File: src/acc_defs.vh
// register map, field positions and codes for the accelerometer output register bank
// How it works
// - temperature code readable at 26h
// - code zero means 25 degrees ambient
// - status bit seven shows fifo level reached
// - status wake flag set by wakeup event
// - status inactivity flag set by sleep event
// - status second-tap flag set by double tap
// - status lone-tap flag set by single tap
// - status orientation flag set by position change
// - status free-fall flag set by free fall
// - status new sample flag on fresh data
// - axis words sixteen bit, low byte even
// - x bytes at 28h/29h, low bits zero
// - y bytes at 2Ah/2Bh, read only
// - z bytes at 2Ch/2Dh, read only
// - high-rate mode zeroes low byte bits 3:2
// - low-power mode zeroes low byte bits 5:2
// - watermark threshold read/write at 2Eh
// - fifo source repeats watermark flag at 2Fh
// - overrun only when full and overwritten
// - nine bit unread count, msb in 2Fh
// - fifo takes sample on new-sample strobe
// - continuous mode overwrites oldest when full
`ifndef ACC_DEFS_VH
`define ACC_DEFS_VH

`define ACC_ADDR_TEMPERATURE_OUT   8'h26
`define ACC_ADDR_EVENT_STATUS      8'h27
`define ACC_ADDR_ACCEL_X_LOW       8'h28
`define ACC_ADDR_ACCEL_X_HIGH      8'h29
`define ACC_ADDR_ACCEL_Y_LOW       8'h2a
`define ACC_ADDR_ACCEL_Y_HIGH      8'h2b
`define ACC_ADDR_ACCEL_Z_LOW       8'h2c
`define ACC_ADDR_ACCEL_Z_HIGH      8'h2d
`define ACC_ADDR_FIFO_WATERMARK    8'h2e
`define ACC_ADDR_FIFO_FILL_STATUS  8'h2f
`define ACC_ADDR_FIFO_UNREAD_LOW   8'h30

`define ACC_RST_WATERMARK          8'h00
`define ACC_RST_BYTE               8'h00

`define ACC_ST_LEVEL               7
`define ACC_ST_WAKE                6
`define ACC_ST_SLEEP               5
`define ACC_ST_DOUBLE_TAP          4
`define ACC_ST_SINGLE_TAP          3
`define ACC_ST_ORIENT              2
`define ACC_ST_FREE_FALL           1
`define ACC_ST_NEW_SAMPLE          0

`define ACC_SRC_LEVEL              7
`define ACC_SRC_OVERRUN            6
`define ACC_SRC_COUNT_MSB          5

`define ACC_FIFO_MODE_SELECT_BYPASS           3'h0
`define ACC_FIFO_MODE_SELECT_STOP_FULL        3'h1
`define ACC_FIFO_MODE_SELECT_CONT_TO_FIFO     3'h3
`define ACC_FIFO_MODE_SELECT_BYPASS_TO_CONT   3'h4
`define ACC_FIFO_MODE_SELECT_CONTINUOUS       3'h6

`define ACC_FIFO_FULL_COUNT        9'h100

`endif

File: src/acc_axis_latch.v
// one axis output word: captured per sample, low byte masked by power mode
`timescale 1ns/1ps
`include "acc_defs.vh"
module acc_axis_latch #(
	parameter WIDTH = 16
) (
	input  wire             sys_clk,
	input  wire             rst,
	input  wire             sample_strobe,
	input  wire [WIDTH-1:0] sample_word,
	input  wire             high_rate_mode,
	input  wire             low_power_mode,
	output reg  [7:0]       low_byte,
	output reg  [7:0]       high_byte
);
	// mask computed on the incoming sample so both bytes always pair up
	reg [7:0] next_low;

	always @* begin
		next_low = sample_word[7:0];
		next_low[1:0] = 2'h0;
		if (high_rate_mode) begin
			next_low[3:2] = 2'h0;
		end
		if (low_power_mode) begin
			next_low[5:2] = 4'h0;
		end
	end

	always @(posedge sys_clk) begin
		if (rst) begin
			low_byte  <= `ACC_RST_BYTE;
			high_byte <= `ACC_RST_BYTE;
		end else if (sample_strobe) begin
			low_byte  <= next_low;
			high_byte <= sample_word[WIDTH-1:WIDTH-8];
		end
	end
endmodule // acc_axis_latch

File: src/acc_output_status_regs.v
// accelerometer output and status register bank with fifo fill tracking
`timescale 1ns/1ps
`include "acc_defs.vh"
module acc_output_status_regs #(
	parameter AXIS_WIDTH = 16,
	parameter COUNT_WIDTH = 9
) (
	input  wire                  sys_clk,
	input  wire                  rst,
	input  wire [7:0]            reg_addr,
	input  wire                  reg_wr,
	input  wire                  reg_rd,
	input  wire [7:0]            reg_wdata,
	output reg  [7:0]            reg_rdata,
	output reg                   reg_rvalid,
	input  wire [7:0]            temp_code,
	input  wire                  sample_strobe,
	input  wire [AXIS_WIDTH-1:0] accel_x,
	input  wire [AXIS_WIDTH-1:0] accel_y,
	input  wire [AXIS_WIDTH-1:0] accel_z,
	input  wire                  high_rate_mode,
	input  wire                  low_power_mode,
	input  wire                  wake_event,
	input  wire                  sleep_event,
	input  wire                  double_tap_event,
	input  wire                  single_tap_event,
	input  wire                  orientation_event,
	input  wire                  free_fall_event,
	input  wire [2:0]            fifo_mode_select,
	input  wire                  fifo_pop,
	output reg                   fifo_level_reached_flag,
	output reg                   fifo_overrun_flag,
	output reg  [COUNT_WIDTH-1:0] unread_count
);
	reg  [7:0]             temperature_out;
	reg  [7:0]             fifo_watermark;
	reg                    wake_event_flag;
	reg                    sleep_flag;
	reg                    double_tap_flag;
	reg                    single_tap_flag;
	reg                    orientation_change_flag;
	reg                    free_fall_flag;
	reg                    new_sample_flag;
	wire [7:0]             x_low;
	wire [7:0]             x_high;
	wire [7:0]             y_low;
	wire [7:0]             y_high;
	wire [7:0]             z_low;
	wire [7:0]             z_high;
	wire                   status_read;
	wire                   fifo_on;
	wire                   overwrite_mode;
	wire                   fifo_full;
	wire                   push;
	wire                   grow;
	wire                   shrink;
	wire                   overwrite;
	wire                   next_level;
	wire [COUNT_WIDTH-1:0] next_count;
	reg  [7:0]             next_rdata;

	acc_axis_latch #(.WIDTH(AXIS_WIDTH)) u_axis_x (
		.sys_clk        (sys_clk),
		.rst            (rst),
		.sample_strobe  (sample_strobe),
		.sample_word    (accel_x),
		.high_rate_mode (high_rate_mode),
		.low_power_mode (low_power_mode),
		.low_byte       (x_low),
		.high_byte      (x_high)
	);
	acc_axis_latch #(.WIDTH(AXIS_WIDTH)) u_axis_y (
		.sys_clk        (sys_clk),
		.rst            (rst),
		.sample_strobe  (sample_strobe),
		.sample_word    (accel_y),
		.high_rate_mode (high_rate_mode),
		.low_power_mode (low_power_mode),
		.low_byte       (y_low),
		.high_byte      (y_high)
	);
	acc_axis_latch #(.WIDTH(AXIS_WIDTH)) u_axis_z (
		.sys_clk        (sys_clk),
		.rst            (rst),
		.sample_strobe  (sample_strobe),
		.sample_word    (accel_z),
		.high_rate_mode (high_rate_mode),
		.low_power_mode (low_power_mode),
		.low_byte       (z_low),
		.high_byte      (z_high)
	);

	// temperature code: zero stands for 25 degrees, one degree per step
	always @(posedge sys_clk) begin
		if (rst) begin
			temperature_out <= `ACC_RST_BYTE;
		end else begin
			temperature_out <= temp_code;
		end
	end

	// only the watermark is writable, every other address drops the write
	always @(posedge sys_clk) begin
		if (rst) begin
			fifo_watermark <= `ACC_RST_WATERMARK;
		end else if (reg_wr && reg_addr == `ACC_ADDR_FIFO_WATERMARK) begin
			fifo_watermark <= reg_wdata;
		end
	end

	// sticky event flags, cleared by reading status; a new event wins
	assign status_read = reg_rd && reg_addr == `ACC_ADDR_EVENT_STATUS;

	always @(posedge sys_clk) begin
		if (rst) begin
			wake_event_flag         <= 1'b0;
			sleep_flag              <= 1'b0;
			double_tap_flag         <= 1'b0;
			single_tap_flag         <= 1'b0;
			orientation_change_flag <= 1'b0;
			free_fall_flag          <= 1'b0;
			new_sample_flag         <= 1'b0;
		end else begin
			wake_event_flag         <= wake_event | (wake_event_flag & ~status_read);
			sleep_flag              <= sleep_event | (sleep_flag & ~status_read);
			double_tap_flag         <= double_tap_event | (double_tap_flag & ~status_read);
			single_tap_flag         <= single_tap_event | (single_tap_flag & ~status_read);
			orientation_change_flag <= orientation_event
				| (orientation_change_flag & ~status_read);
			free_fall_flag          <= free_fall_event | (free_fall_flag & ~status_read);
			new_sample_flag         <= sample_strobe | (new_sample_flag & ~status_read);
		end
	end

	// fifo fill tracking; storage itself lives outside this bank
	assign fifo_on        = fifo_mode_select != `ACC_FIFO_MODE_SELECT_BYPASS;
	assign overwrite_mode = fifo_mode_select == `ACC_FIFO_MODE_SELECT_CONTINUOUS
		|| fifo_mode_select == `ACC_FIFO_MODE_SELECT_CONT_TO_FIFO;
	assign fifo_full      = unread_count == `ACC_FIFO_FULL_COUNT;
	assign push           = sample_strobe && fifo_on;
	// a pop in the same cycle frees a slot, so the sample lands and nothing is lost
	assign grow           = push && (!fifo_full || shrink);
	assign shrink         = fifo_pop && unread_count != {COUNT_WIDTH{1'b0}};
	assign overwrite      = push && fifo_full && !shrink && overwrite_mode;
	assign next_count     = unread_count + {{(COUNT_WIDTH-1){1'b0}}, grow}
		- {{(COUNT_WIDTH-1){1'b0}}, shrink};
	assign next_level     = fifo_on && next_count >= {1'b0, fifo_watermark};

	always @(posedge sys_clk) begin
		if (rst) begin
			unread_count <= {COUNT_WIDTH{1'b0}};
		end else if (!fifo_on) begin
			// bypass empties the fifo
			unread_count <= {COUNT_WIDTH{1'b0}};
		end else begin
			unread_count <= next_count;
		end
	end

	always @(posedge sys_clk) begin
		if (rst) begin
			fifo_overrun_flag <= 1'b0;
		end else if (!fifo_on) begin
			fifo_overrun_flag <= 1'b0;
		end else if (overwrite) begin
			fifo_overrun_flag <= 1'b1;
		end else if (shrink) begin
			// drops on any pop, even when a same-cycle push keeps the fifo full
			fifo_overrun_flag <= 1'b0;
		end
	end

	// level compare registered alongside the count it describes
	always @(posedge sys_clk) begin
		if (rst) begin
			fifo_level_reached_flag <= 1'b0;
		end else begin
			fifo_level_reached_flag <= next_level;
		end
	end

	always @* begin
		next_rdata = 8'h00;
		case (reg_addr)
			`ACC_ADDR_TEMPERATURE_OUT: begin
				next_rdata = temperature_out;
			end
			`ACC_ADDR_EVENT_STATUS: begin
				next_rdata[`ACC_ST_LEVEL]      = fifo_level_reached_flag;
				next_rdata[`ACC_ST_WAKE]       = wake_event_flag;
				next_rdata[`ACC_ST_SLEEP]      = sleep_flag;
				next_rdata[`ACC_ST_DOUBLE_TAP] = double_tap_flag;
				next_rdata[`ACC_ST_SINGLE_TAP] = single_tap_flag;
				next_rdata[`ACC_ST_ORIENT]     = orientation_change_flag;
				next_rdata[`ACC_ST_FREE_FALL]  = free_fall_flag;
				next_rdata[`ACC_ST_NEW_SAMPLE] = new_sample_flag;
			end
			`ACC_ADDR_ACCEL_X_LOW: begin
				next_rdata = x_low;
			end
			`ACC_ADDR_ACCEL_X_HIGH: begin
				next_rdata = x_high;
			end
			`ACC_ADDR_ACCEL_Y_LOW: begin
				next_rdata = y_low;
			end
			`ACC_ADDR_ACCEL_Y_HIGH: begin
				next_rdata = y_high;
			end
			`ACC_ADDR_ACCEL_Z_LOW: begin
				next_rdata = z_low;
			end
			`ACC_ADDR_ACCEL_Z_HIGH: begin
				next_rdata = z_high;
			end
			`ACC_ADDR_FIFO_WATERMARK: begin
				next_rdata = fifo_watermark;
			end
			`ACC_ADDR_FIFO_FILL_STATUS: begin
				next_rdata[`ACC_SRC_LEVEL]     = fifo_level_reached_flag;
				next_rdata[`ACC_SRC_OVERRUN]   = fifo_overrun_flag;
				next_rdata[`ACC_SRC_COUNT_MSB] = unread_count[COUNT_WIDTH-1];
			end
			`ACC_ADDR_FIFO_UNREAD_LOW: begin
				next_rdata = unread_count[7:0];
			end
			default: begin
				next_rdata = 8'h00;
			end
		endcase
	end

	always @(posedge sys_clk) begin
		if (rst) begin
			reg_rdata  <= 8'h00;
			reg_rvalid <= 1'b0;
		end else begin
			reg_rvalid <= reg_rd;
			if (reg_rd) begin
				reg_rdata <= next_rdata;
			end
		end
	end
endmodule // acc_output_status_regs

File: config.mk
export PLATFORM = sky130hd
export DESIGN_NAME = acc_output_status_regs
export DESIGN_NICKNAME = d
export VERILOG_FILES = /design/src/acc_axis_latch.v /design/src/acc_output_status_regs.v
export VERILOG_INCLUDE_DIRS = /design/src
export SDC_FILE = /design/constraint.sdc
export NUM_CORES = 1
export LEC_CHECK = 0
export BUFFER_PORTS_ARGS = -buffer_cell sky130_fd_sc_hd__buf_2
export CAP_MARGIN = 10
export CORE_ASPECT_RATIO = 2
export CORE_MARGIN = 5
export CORE_UTILIZATION = 35
export DETAILED_ROUTE_END_ITERATION = 10
export SLEW_MARGIN = 20
export SYNTH_ARGS = -nofsm -noshare
export SYNTH_HDL_FRONTEND = slang
export SYNTH_SLANG_ARGS = --single-unit
File: constraint.sdc
create_clock -name sys_clk -period 4 [get_ports sys_clk]
set_input_delay 1.2 -clock sys_clk [delete_from_list [all_inputs] [get_ports sys_clk]]
set_output_delay 1.2 -clock sys_clk [all_outputs]
set_load 0.01 [all_outputs]
# Word-level counts from Yosys, hierarchy flattened
# Cells that the tools add are included.
# W data, S select, Z words.
# word_totals
regBits,85
input_bits,89
out_inout_bits,20
wordCells,80
# classes
n_addsub,2
n_lt_le_gt_ge,1
eq_ne,14
n_mux,10
bitwise_logic,16
reduce_logical,17
# ops
cell,count
$eq A8 B6 Y1 const B,11
$pmux W5 S10,1
$pmux W3 S11,1
$mux W4,3
$add A9 B1 Y9,1
$eq A9 B9 Y1 const B,1
$ge A9 B8 Y1,1
$logic_and A1 B1 Y1,9
$reduce_bool A9 Y1,1
$sub A9 B1 Y9,1
$and A1 B1 Y1,7
$or A1 B1 Y1,7
$mux W2,3
$eq A3 B2 Y1 const B,1
$eq A3 B3 Y1 const B,1
$reduce_bool A3 Y1,1
$logic_not A1 Y1,2
$logic_or A1 B1 Y1,2
$mux W1,2
$not A1 Y1,2
$reduce_bool A2 Y1,1
$reduce_or A2 Y1,1

# Logic depth before layout (Yosys ltp)
# Gate-level depths: netlist (run 1).
# logic_depth
word_depth,8
depth_mapped,18
depth_no_buf,18

# Cells and area by module
# A second synthesis (run 1) with hierarchy kept.
# unflattened
hier_cells,506
area_unflattened_um2,4699.5
# by_module_without_submodules
module,n_inst,cells_each,area_each_um2,seq_area_each_um2
acc_output_status_regs,1,350,2995.4,860.8
acc_axis_latch,3,52,568.0,280.3

# Worst setup path before layout (run 1)
# No wires, ideal clock.
# synth_timing
path_kind,input port to flip-flop
start,input fifo_mode_select[0]
end,register fifo_level_reached_flag
setup_time_ps,130
arrival_ps,3699
required_time_ps,3870
path_slack_ps,171
cell_stages,15
n_path_buf,0
path_cell_list,or3_1 -> nand2_1 -> o21ai_0 -> ha_1 -> fa_1 -> a21oi_1 -> nor2_1 -> nor2_1 -> xnor2_1 -> ha_1 -> and3_1 -> a21oi_1 -> o21ai_0 -> o41ai_1 -> a21oi_1
# synth_between
elab_chain_len,7
# synth_rtl
item,line_no,rtl
from (decl),acc_output_status_regs.v:29,"input wire [2:0] fifo_mode_select,"
$reduce_bool A3 Y1 (no source line),--,
$logic_and A1 B1 Y1,acc_output_status_regs.v:140,assign push = sample_strobe && fifo_on;
$logic_and A1 B1 Y1,acc_output_status_regs.v:142,assign grow = push && (!fifo_full || shrink);
$add A9 B1 Y9,acc_output_status_regs.v:145,"assign next_count = unread_count + {{(COUNT_WIDTH-1){1'b0}}, grow}"
$sub A9 B1 Y9,acc_output_status_regs.v:146,"- {{(COUNT_WIDTH-1){1'b0}}, shrink};"
via next_count[4],acc_output_status_regs.v:59,wire [COUNT_WIDTH-1:0] next_count;
$ge A9 B8 Y1,acc_output_status_regs.v:147,"assign next_level = fifo_on && next_count >= {1'b0, fifo_watermark};"
$logic_and A1 B1 Y1,acc_output_status_regs.v:147,
to (signal assigned),acc_output_status_regs.v:178,fifo_level_reached_flag <= next_level;
to (decl),acc_output_status_regs.v:31,"output reg fifo_level_reached_flag,"
# The timed path passes the listed nets, and every way through them passes these cells.
# A chain may end at the register's enable or synchronous reset.

# Worst setup path in the final report (run 1)
# Ends and elaborated chain as after synthesis.

==> out/qor.yml, run 1 <==
p_sw_share_pct: 34.0
setup_viol_count_final: 0
pre_cts_ws_ns: -0.206
cts_tree: "done"
finalMaxSlewViolations: 0
diodes: 0
gp_congestion: 0.852
grt_overflow: 0
synth_area_um2: 4300
p_sw_mw: 1.05
ys_seq_area_share_pct: 39.6
cap_viol_max_count: 0
fin_nets: 670
worst_slew_pin_slew_ns: 0.972
dr.pass1.iters: 4
final_hold_viol_count: 0
slew_headroom_pct: 35.2
use_met1_pct: 18.1
use_met3_pct: 3.31
power_density_nw_per_um2: 582
path_class: "in2reg"
rows: 57
synth_cell_type_count: 62
final_common_cell: "buf_2"
hp-class: "reg2reg"
numCtsBuffers: 9
synth-simple-area-share_pct: 19.9
hpwl_um: 10400
wire_per_inst_um: 18.2
cp.arrival_ns: 4.11
postRouteAntennaNets: 0
clk_pin_slew_ns: 0.06
clkPwrFrac_pct: 27.4
synthAdderAreaFrac_pct: 6.00
ys_ff_latch: 85
synth_mux_area_share_pct: 12.9
cpMostUsedCell: "ha_1"
critPathCaptureType: "flop"
timing.hold.ws_ns: 0.473
worst_slack_ns: 0.103
vias_per_cell: 5.32
period_share_pct: 97.4
cts_max_path_buffers: 2
use_met2_pct: 32.5
totalPowerFinal_mw: 3.08
clock_sinks: 85
placed_cell_area_um2: 4950
route.vias.total: 3796
crit_fanout: 2
grt_use_total_pct: 18.2
synth_top_family_by_area: "simple AND/OR/NAND/NOR gates"
busiest_layer: "met2"
final_cell_area_um2: 5290
grt_pass1_wl_um: 20300
die_h_um: 167
postCtsHoldBufs: 0
mostFrequentLayoutCells: "buf_2, dfxtp_1, nor2_1"
wirelength_um: 13000
drt_iter0_drc: 279
n_fill_cell: 1248
power_frac_seq_pct: 32.6
die_width_um: 88.3
htree_levels: 3
yosysWarnings: 0
fp.coreArea_um2: 12100
async_flop_share_pct: 0
vdd_drop_max_v: 0.000261
leakagePower_nw: 2.33
utilization_pct: 43.6
port_buffers: 102
drc: 0
status: "finished, final reports clean"
power_frac_comb_pct: 39.9
drive_gt1_share_pct: 27.2
yosys_most_used_dff: "dfxtp_1"
grt_max_degree: 53
cp.required_ns: 4.21
critical_path.startpoint_type: "primary input"
clock.fmax_mhz: 257
synth_compound_gate_area_share_pct: 15.0
antenna_found_initial: 0
finalCriticalPeriod_ns: 3.90
worstPathCellList: "buf_2, or3_1, nand2_1, o21ai_0, ha_1, fa_2, buf_4, xor2_1, ha_1, a21o_1, a31oi_1, o21ai_1, o41ai_2, a21oi_1"
start_util_pct: 35.4
netlist_instances: 463
dp_cells: 697
slowest_stage: "or3_1"
syn-num-nets: 572
ios: 109
final_cells: 713
finClkSkew_ns: 0.00612
synthToLayoutAreaGrowth_pct: 23.1
first_global_vias: 4029
synth-xor-area-share_pct: 1.83
root_buffer: "clkbuf_16"
setup_tns_ns: 0
syn_area_per_cell_um2: 9.28
clk_latency_ns: 0.34
cts_setup_buffers: 0
synth_edf_count: 0
p_int_mw: 2.03
die-area_um2: 14700
slowest_delay_ns: 0.39
cell families (layout without fill, tap and decap cells):
group	count (synthesis)	count (layout)
AND/OR/NAND/NOR	158	158
AO/OA/AOI/OAI	93	93
flip-flops	85	85
multiplexers	51	51
buffers and inverters	47	150
adder cells (fa/ha/maj)	20	20
XOR/XNOR	9	9
power groups by stage:
stage               clock [mW]  combinational, mW  sequential, mW
global placement             0               1.09            1.02
finish                   0.844               1.23            1.00
CTS                      0.861               1.16            1.00
global route             0.903               1.35            1.01
detailed placement           0               1.15            1.02
floorplan                    0              0.766            1.01
layer usage:
metal / part of all wire (%) / vias up
met5: 0 / -
met4: 6.5 / 0
met3: 4.4 / 46
met2: 54 / 121
met1: 35 / 1777
li1: - / 1852
path summary, 6_finish.rpt:
path / startpoint / to / slack (ns) / cells past startpoint
setup / recovery: fifo_mode_select[0] / fifo_level_reached_flag$_SDFF_PP0_ / 0.10 / 14
hold reg to reg: u_axis_z.low_byte[2]$_SDFFE_PP0P_ / u_axis_z.low_byte[2]$_SDFFE_PP0P_ / 0.47 / 2
setup reg to reg: unread_count[7]$_SDFF_PP0_ / fifo_level_reached_flag$_SDFF_PP0_ / 0.33 / 16
hold / removal: u_axis_z.low_byte[2]$_SDFFE_PP0P_ / u_axis_z.low_byte[2]$_SDFFE_PP0P_ / 0.47 / 2
sequential cells by signal, summed over array words and instances (netlist names), 6 cells and up:
signal and cells:
unread_count 9, fifo_watermark 8, reg_rdata 8, temperature_out 8, u_axis_x.high_byte 8, u_axis_y.high_byte 8
u_axis_z.high_byte 8, u_axis_x.low_byte 6, u_axis_y.low_byte 6, u_axis_z.low_byte 6
area by class of cell:
| class | count | area [um2] | share of cell area (%) |
|---|---|---|---|
| clock buffers | 11 | 253 | 4.78 |
| clock inverters | 5 | 58.8 | 1.11 |
| inverters | 19 | 71.3 | 1.35 |
| multi-input cells | 331 | 2410 | 45.6 |
| flip-flops and latches | 85 | 1700 | 32.2 |
| well taps | 147 | 184 | 3.48 |
| repair buffers | 115 | 608 | 11.5 |
cell usage after synthesis (3+ instances only):
master | count | area [um2]
a21oi_1 | 31 | 155
a22o_1 | 6 | 52.6
a22oi_1 | 4 | 30.0
a31oi_1 | 4 | 25.0
a32oi_1 | 7 | 61.3
and3_1 | 6 | 37.5
and3b_1 | 3 | 26.3
buf_2 | 7 | 35.0
clkbuf_1 | 16 | 60.1
dfxtp_1 | 85 | 1700
ha_1 | 19 | 238
inv_1 | 18 | 67.6
mux2_2 | 5 | 56.3
mux2i_1 | 43 | 430
mux4_2 | 3 | 67.6
nand2_1 | 12 | 45.0
nand2b_1 | 12 | 75.1
nand3_1 | 13 | 65.1
nand3b_1 | 3 | 22.5
nand4_1 | 4 | 25.0
nor2_1 | 65 | 244
nor2b_1 | 22 | 138
nor4b_1 | 3 | 26.3
o21ai_0 | 13 | 65.1
o2bb2ai_1 | 3 | 26.3
o41ai_1 | 3 | 26.3
xnor2_1 | 4 | 35.0
xor2_1 | 5 | 43.8
repair_timing:
action,CTS,global route
setup endpoints to repair,0,1
resized for setup,0,6
hold endpoints to repair,0,0
worst max-delay path: cells and delay by family:
kind                     cells  cell delay, ns
XOR/XNOR                     1            0.19
adder cells (fa/ha/maj)      3            0.88
AND/OR/NAND/NOR              2            0.50
buffers and inverters        2            0.24
AO/OA/AOI/OAI                6            1.08
(Power assumes the default switching activity.)
==> inputs of run 2 (changes only) <==
--- a/config.mk
+++ b/config.mk
@@ -11,6 +11,7 @@
 export CORE_ASPECT_RATIO = 2
 export CORE_MARGIN = 5
 export CORE_UTILIZATION = 35
+export CTS_BUF_LIST = sky130_fd_sc_hd__clkbuf_2
 export DETAILED_ROUTE_END_ITERATION = 10
 export SLEW_MARGIN = 20
 export SYNTH_ARGS = -nofsm -noshare
==> constraint.sdc (replaced) <==
create_clock -name sys_clk -period 3.9 [get_ports sys_clk]
set_input_delay 1.17 -clock sys_clk [delete_from_list [all_inputs] [get_ports sys_clk]]
set_output_delay 1.17 -clock sys_clk [all_outputs]
set_load 0.02 [all_outputs]
==> run 2 against run 1 <==
Compared with the run above:
- clock skew up 0.029 ns
- non-clock buffer count unchanged
- global-route usage down 0.14 points
- highest routed layer unchanged
- critical path type is now reg2reg
- flip-flop and latch count unchanged
- first-iteration DRC count up 4.7%
- via count down 0.55%
==> out/qor.yml, run 2 (synthesis gave the netlist of run 1 again) <==
drc: 0  # unchanged
hpwl_um: 10300  # -0.48%
vias_per_cell: 5.29  # -0.69%
reg2reg_from: "unread_count[7]$_SDFF_PP0_"
reg2reg_to: "fifo_level_reached_flag$_SDFF_PP0_"
slowest_stage: "dfxtp_1"
finalCriticalPeriod_ns: 3.64
die-area_um2: 14700  # unchanged
p_sw_share_pct: 38.4  # +4.4 points
route.vias.total: 3775  # -0.55%
cp.arrival_ns: 4.15  # +0.04 ns
clk_latency_ns: 0.59  # +0.25 ns
critical_path.startpoint_type: "flop"
dr.pass1.iters: 5  # +1
root_buffer: "clkbuf_2"
final_cells: 714  # +0.14%
use_met2_pct: 34.0  # +1.4 points
whs_path_depth: 2  # unchanged
final_common_cell: "buf_2"
cp.required_ns: 4.41  # +0.20 ns
grt_use_total_pct: 18.0  # -0.14 points
wirelength_um: 13000  # +0.49%
n_fill_cell: 1255  # +0.56%
finalMaxSlewViolations: 0  # unchanged
fin_nets: 670  # unchanged
worst_slew_pin_slew_ns: 0.999  # +0.0266 ns
use_met3_pct: 3.46  # +0.15 points
critPathCaptureType: "flop"
busiest_layer: "met2"
cts_resized: 0  # unchanged
totalPowerFinal_mw: 2.69  # -13%
cap_viol_max_count: 0  # unchanged
final_cell_area_um2: 5070  # -4.2%
timing.hold.ws_ns: 0.486  # +0.0135 ns
slowest_delay_ns: 0.41  # +0.02 ns
p_sw_mw: 1.03  # -1.3%
use_met1_pct: 18.3  # +0.17 points
first_global_vias: 3907  # -3.0%
rows: 57  # unchanged
drive_gt1_share_pct: 26.0  # -1.2 points
regToRegSetupSlack_ns: 0.26  # -0.07 ns
clk_pin_slew_ns: 0.25  # +0.19 ns
setup_viol_count_final: 0  # unchanged
worstPathCellList: "inv_1, ha_1, nand4_1, o21ai_1, nand2b_1, o21ai_0, ha_1, fa_1, a21oi_1, nor2_1, nor2_1, xnor2_1, ha_1, and3_1, a21oi_1, o21ai_0, o41ai_1, a21oi_1"
setup_tns_ns: 0  # unchanged
postCtsHoldBufs: 0  # unchanged
numCtsBuffers: 9  # unchanged
drt_iter0_drc: 292  # +4.7%
ios: 109  # unchanged
p_int_mw: 1.66  # -18%
vdd_drop_max_v: 0.000367  # +40%
period_share_pct: 93.3
min_to: "u_axis_y.low_byte[3]$_SDFFE_PP0P_"
rsz0062_at_grt: "false"
finClkSkew_ns: 0.0356  # +0.0294 ns
hp-class: "reg2reg"
power_density_nw_per_um2: 531  # -8.8%
fp.coreArea_um2: 12100  # unchanged
largest_reg_flops: 9  # unchanged
wire_per_inst_um: 18.3  # +0.35%
grt_overflow: 0  # unchanged
crit_fanout: 4  # +2
placed_cell_area_um2: 4950  # unchanged
die_width_um: 88.3  # unchanged
htree_levels: 3  # unchanged
synthToLayoutAreaGrowth_pct: 17.9
clkPwrFrac_pct: 16.9  # -10 points
grt_max_degree: 53  # unchanged
status: "finished, final reports clean"
dp_cells: 697  # unchanged
leakagePower_nw: 2.24  # -4.0%
start_util_pct: 35.4  # unchanged
mostFrequentLayoutCells: "buf_2, dfxtp_1, nor2_1"
die_h_um: 167  # unchanged
path_class: "reg2reg"
r2r_cells: 18  # +2
hp-start: "u_axis_y.low_byte[3]$_SDFFE_PP0P_"
antenna_found_initial: 1  # +1
port_buffers: 102  # unchanged
clock_sinks: 85  # unchanged
largest-register: "unread_count"
gp_congestion: 0.847  # -0.50%
grt_pass1_wl_um: 20100  # -1.0%
power_frac_comb_pct: 44.8  # +4.9 points
cts_tree: "done"
cts_setup_buffers: 0  # unchanged
postRouteAntennaNets: 0  # unchanged
slew_headroom_pct: 33.4  # -1.8 points
power_frac_seq_pct: 38.3  # +5.7 points
final_hold_viol_count: 0  # unchanged
cts_max_path_buffers: 2  # unchanged
clock.fmax_mhz: 275
[run 2: cell count changes in the layout (fill, tap and decap cells not counted), sizes merged]
cell,delta
diode,+1
clkinv,+2
clkbuf,-2
[run 2: worst max-delay path by stage]
stage          cells after the start                            endpoint                  startpoint
6_report                          18  fifo_level_reached_flag$_SDFF_PP0_  unread_count[7]$_SDFF_PP0_
5_1_grt                           18  fifo_level_reached_flag$_SDFF_PP0_  unread_count[7]$_SDFF_PP0_
4_1_cts                           18  fifo_level_reached_flag$_SDFF_PP0_  unread_count[7]$_SDFF_PP0_
3_5_place_dp                      16  fifo_level_reached_flag$_SDFF_PP0_         fifo_mode_select[0]
3_3_place_gp                      16  fifo_level_reached_flag$_SDFF_PP0_         fifo_mode_select[0]
2_1_floorplan                     15  fifo_level_reached_flag$_SDFF_PP0_         fifo_mode_select[0]
[run 2: area by class of cell]
type	count	area [um2]	area share (%)
repair buffers	115	608	12.0
multi-input cells	331	2390	47.1
clock buffers	9	45.0	0.889
well taps	147	184	3.63
diodes	1	2.50	0.0494
clock inverters	7	66.3	1.31
inverters	19	71.3	1.41
flip-flops and latches	85	1700	33.6
[run 2: critical path: cells and delay by family, from the launching register on]
family / cells / cell delay [ns]
AO/OA/AOI/OAI: 7 / 1.14
adder cells (fa/ha/maj): 4 / 1.08
AND/OR/NAND/NOR: 5 / 0.67
flip-flops: 1 / 0.41
XOR/XNOR: 1 / 0.16
buffers and inverters: 1 / 0.09
[run 2: routing by layer]
layer  up-vias  share of wire, %  wire (um)
met5         -                 0          0
met4         0               3.6        471
met3        21               4.8        627
met2       104                56       7360
met1      1792                35       4580
li1       1858                 -          -
[run 2: stage by stage]
step | setup WS (ns) | util, %
after floorplan | 0.101 | -
final | 0.260 | 41.8
after CTS | 0.236 | 41.8
after detailed placement | -0.281 | 40.9
after global placement | -0.233 | 40.9
after global routing | 0.00279 | 41.8
[run 2: power by group through the flow]
stage	Clock (mW)	Sequential (mW)	Combinational [mW]
after floorplan	0	1.07	0.786
after global placement	0	1.05	1.15
after detailed placement	0	1.05	1.19
after CTS	0.464	1.03	1.20
after global routing	0.498	1.04	1.34
final	0.454	1.03	1.21
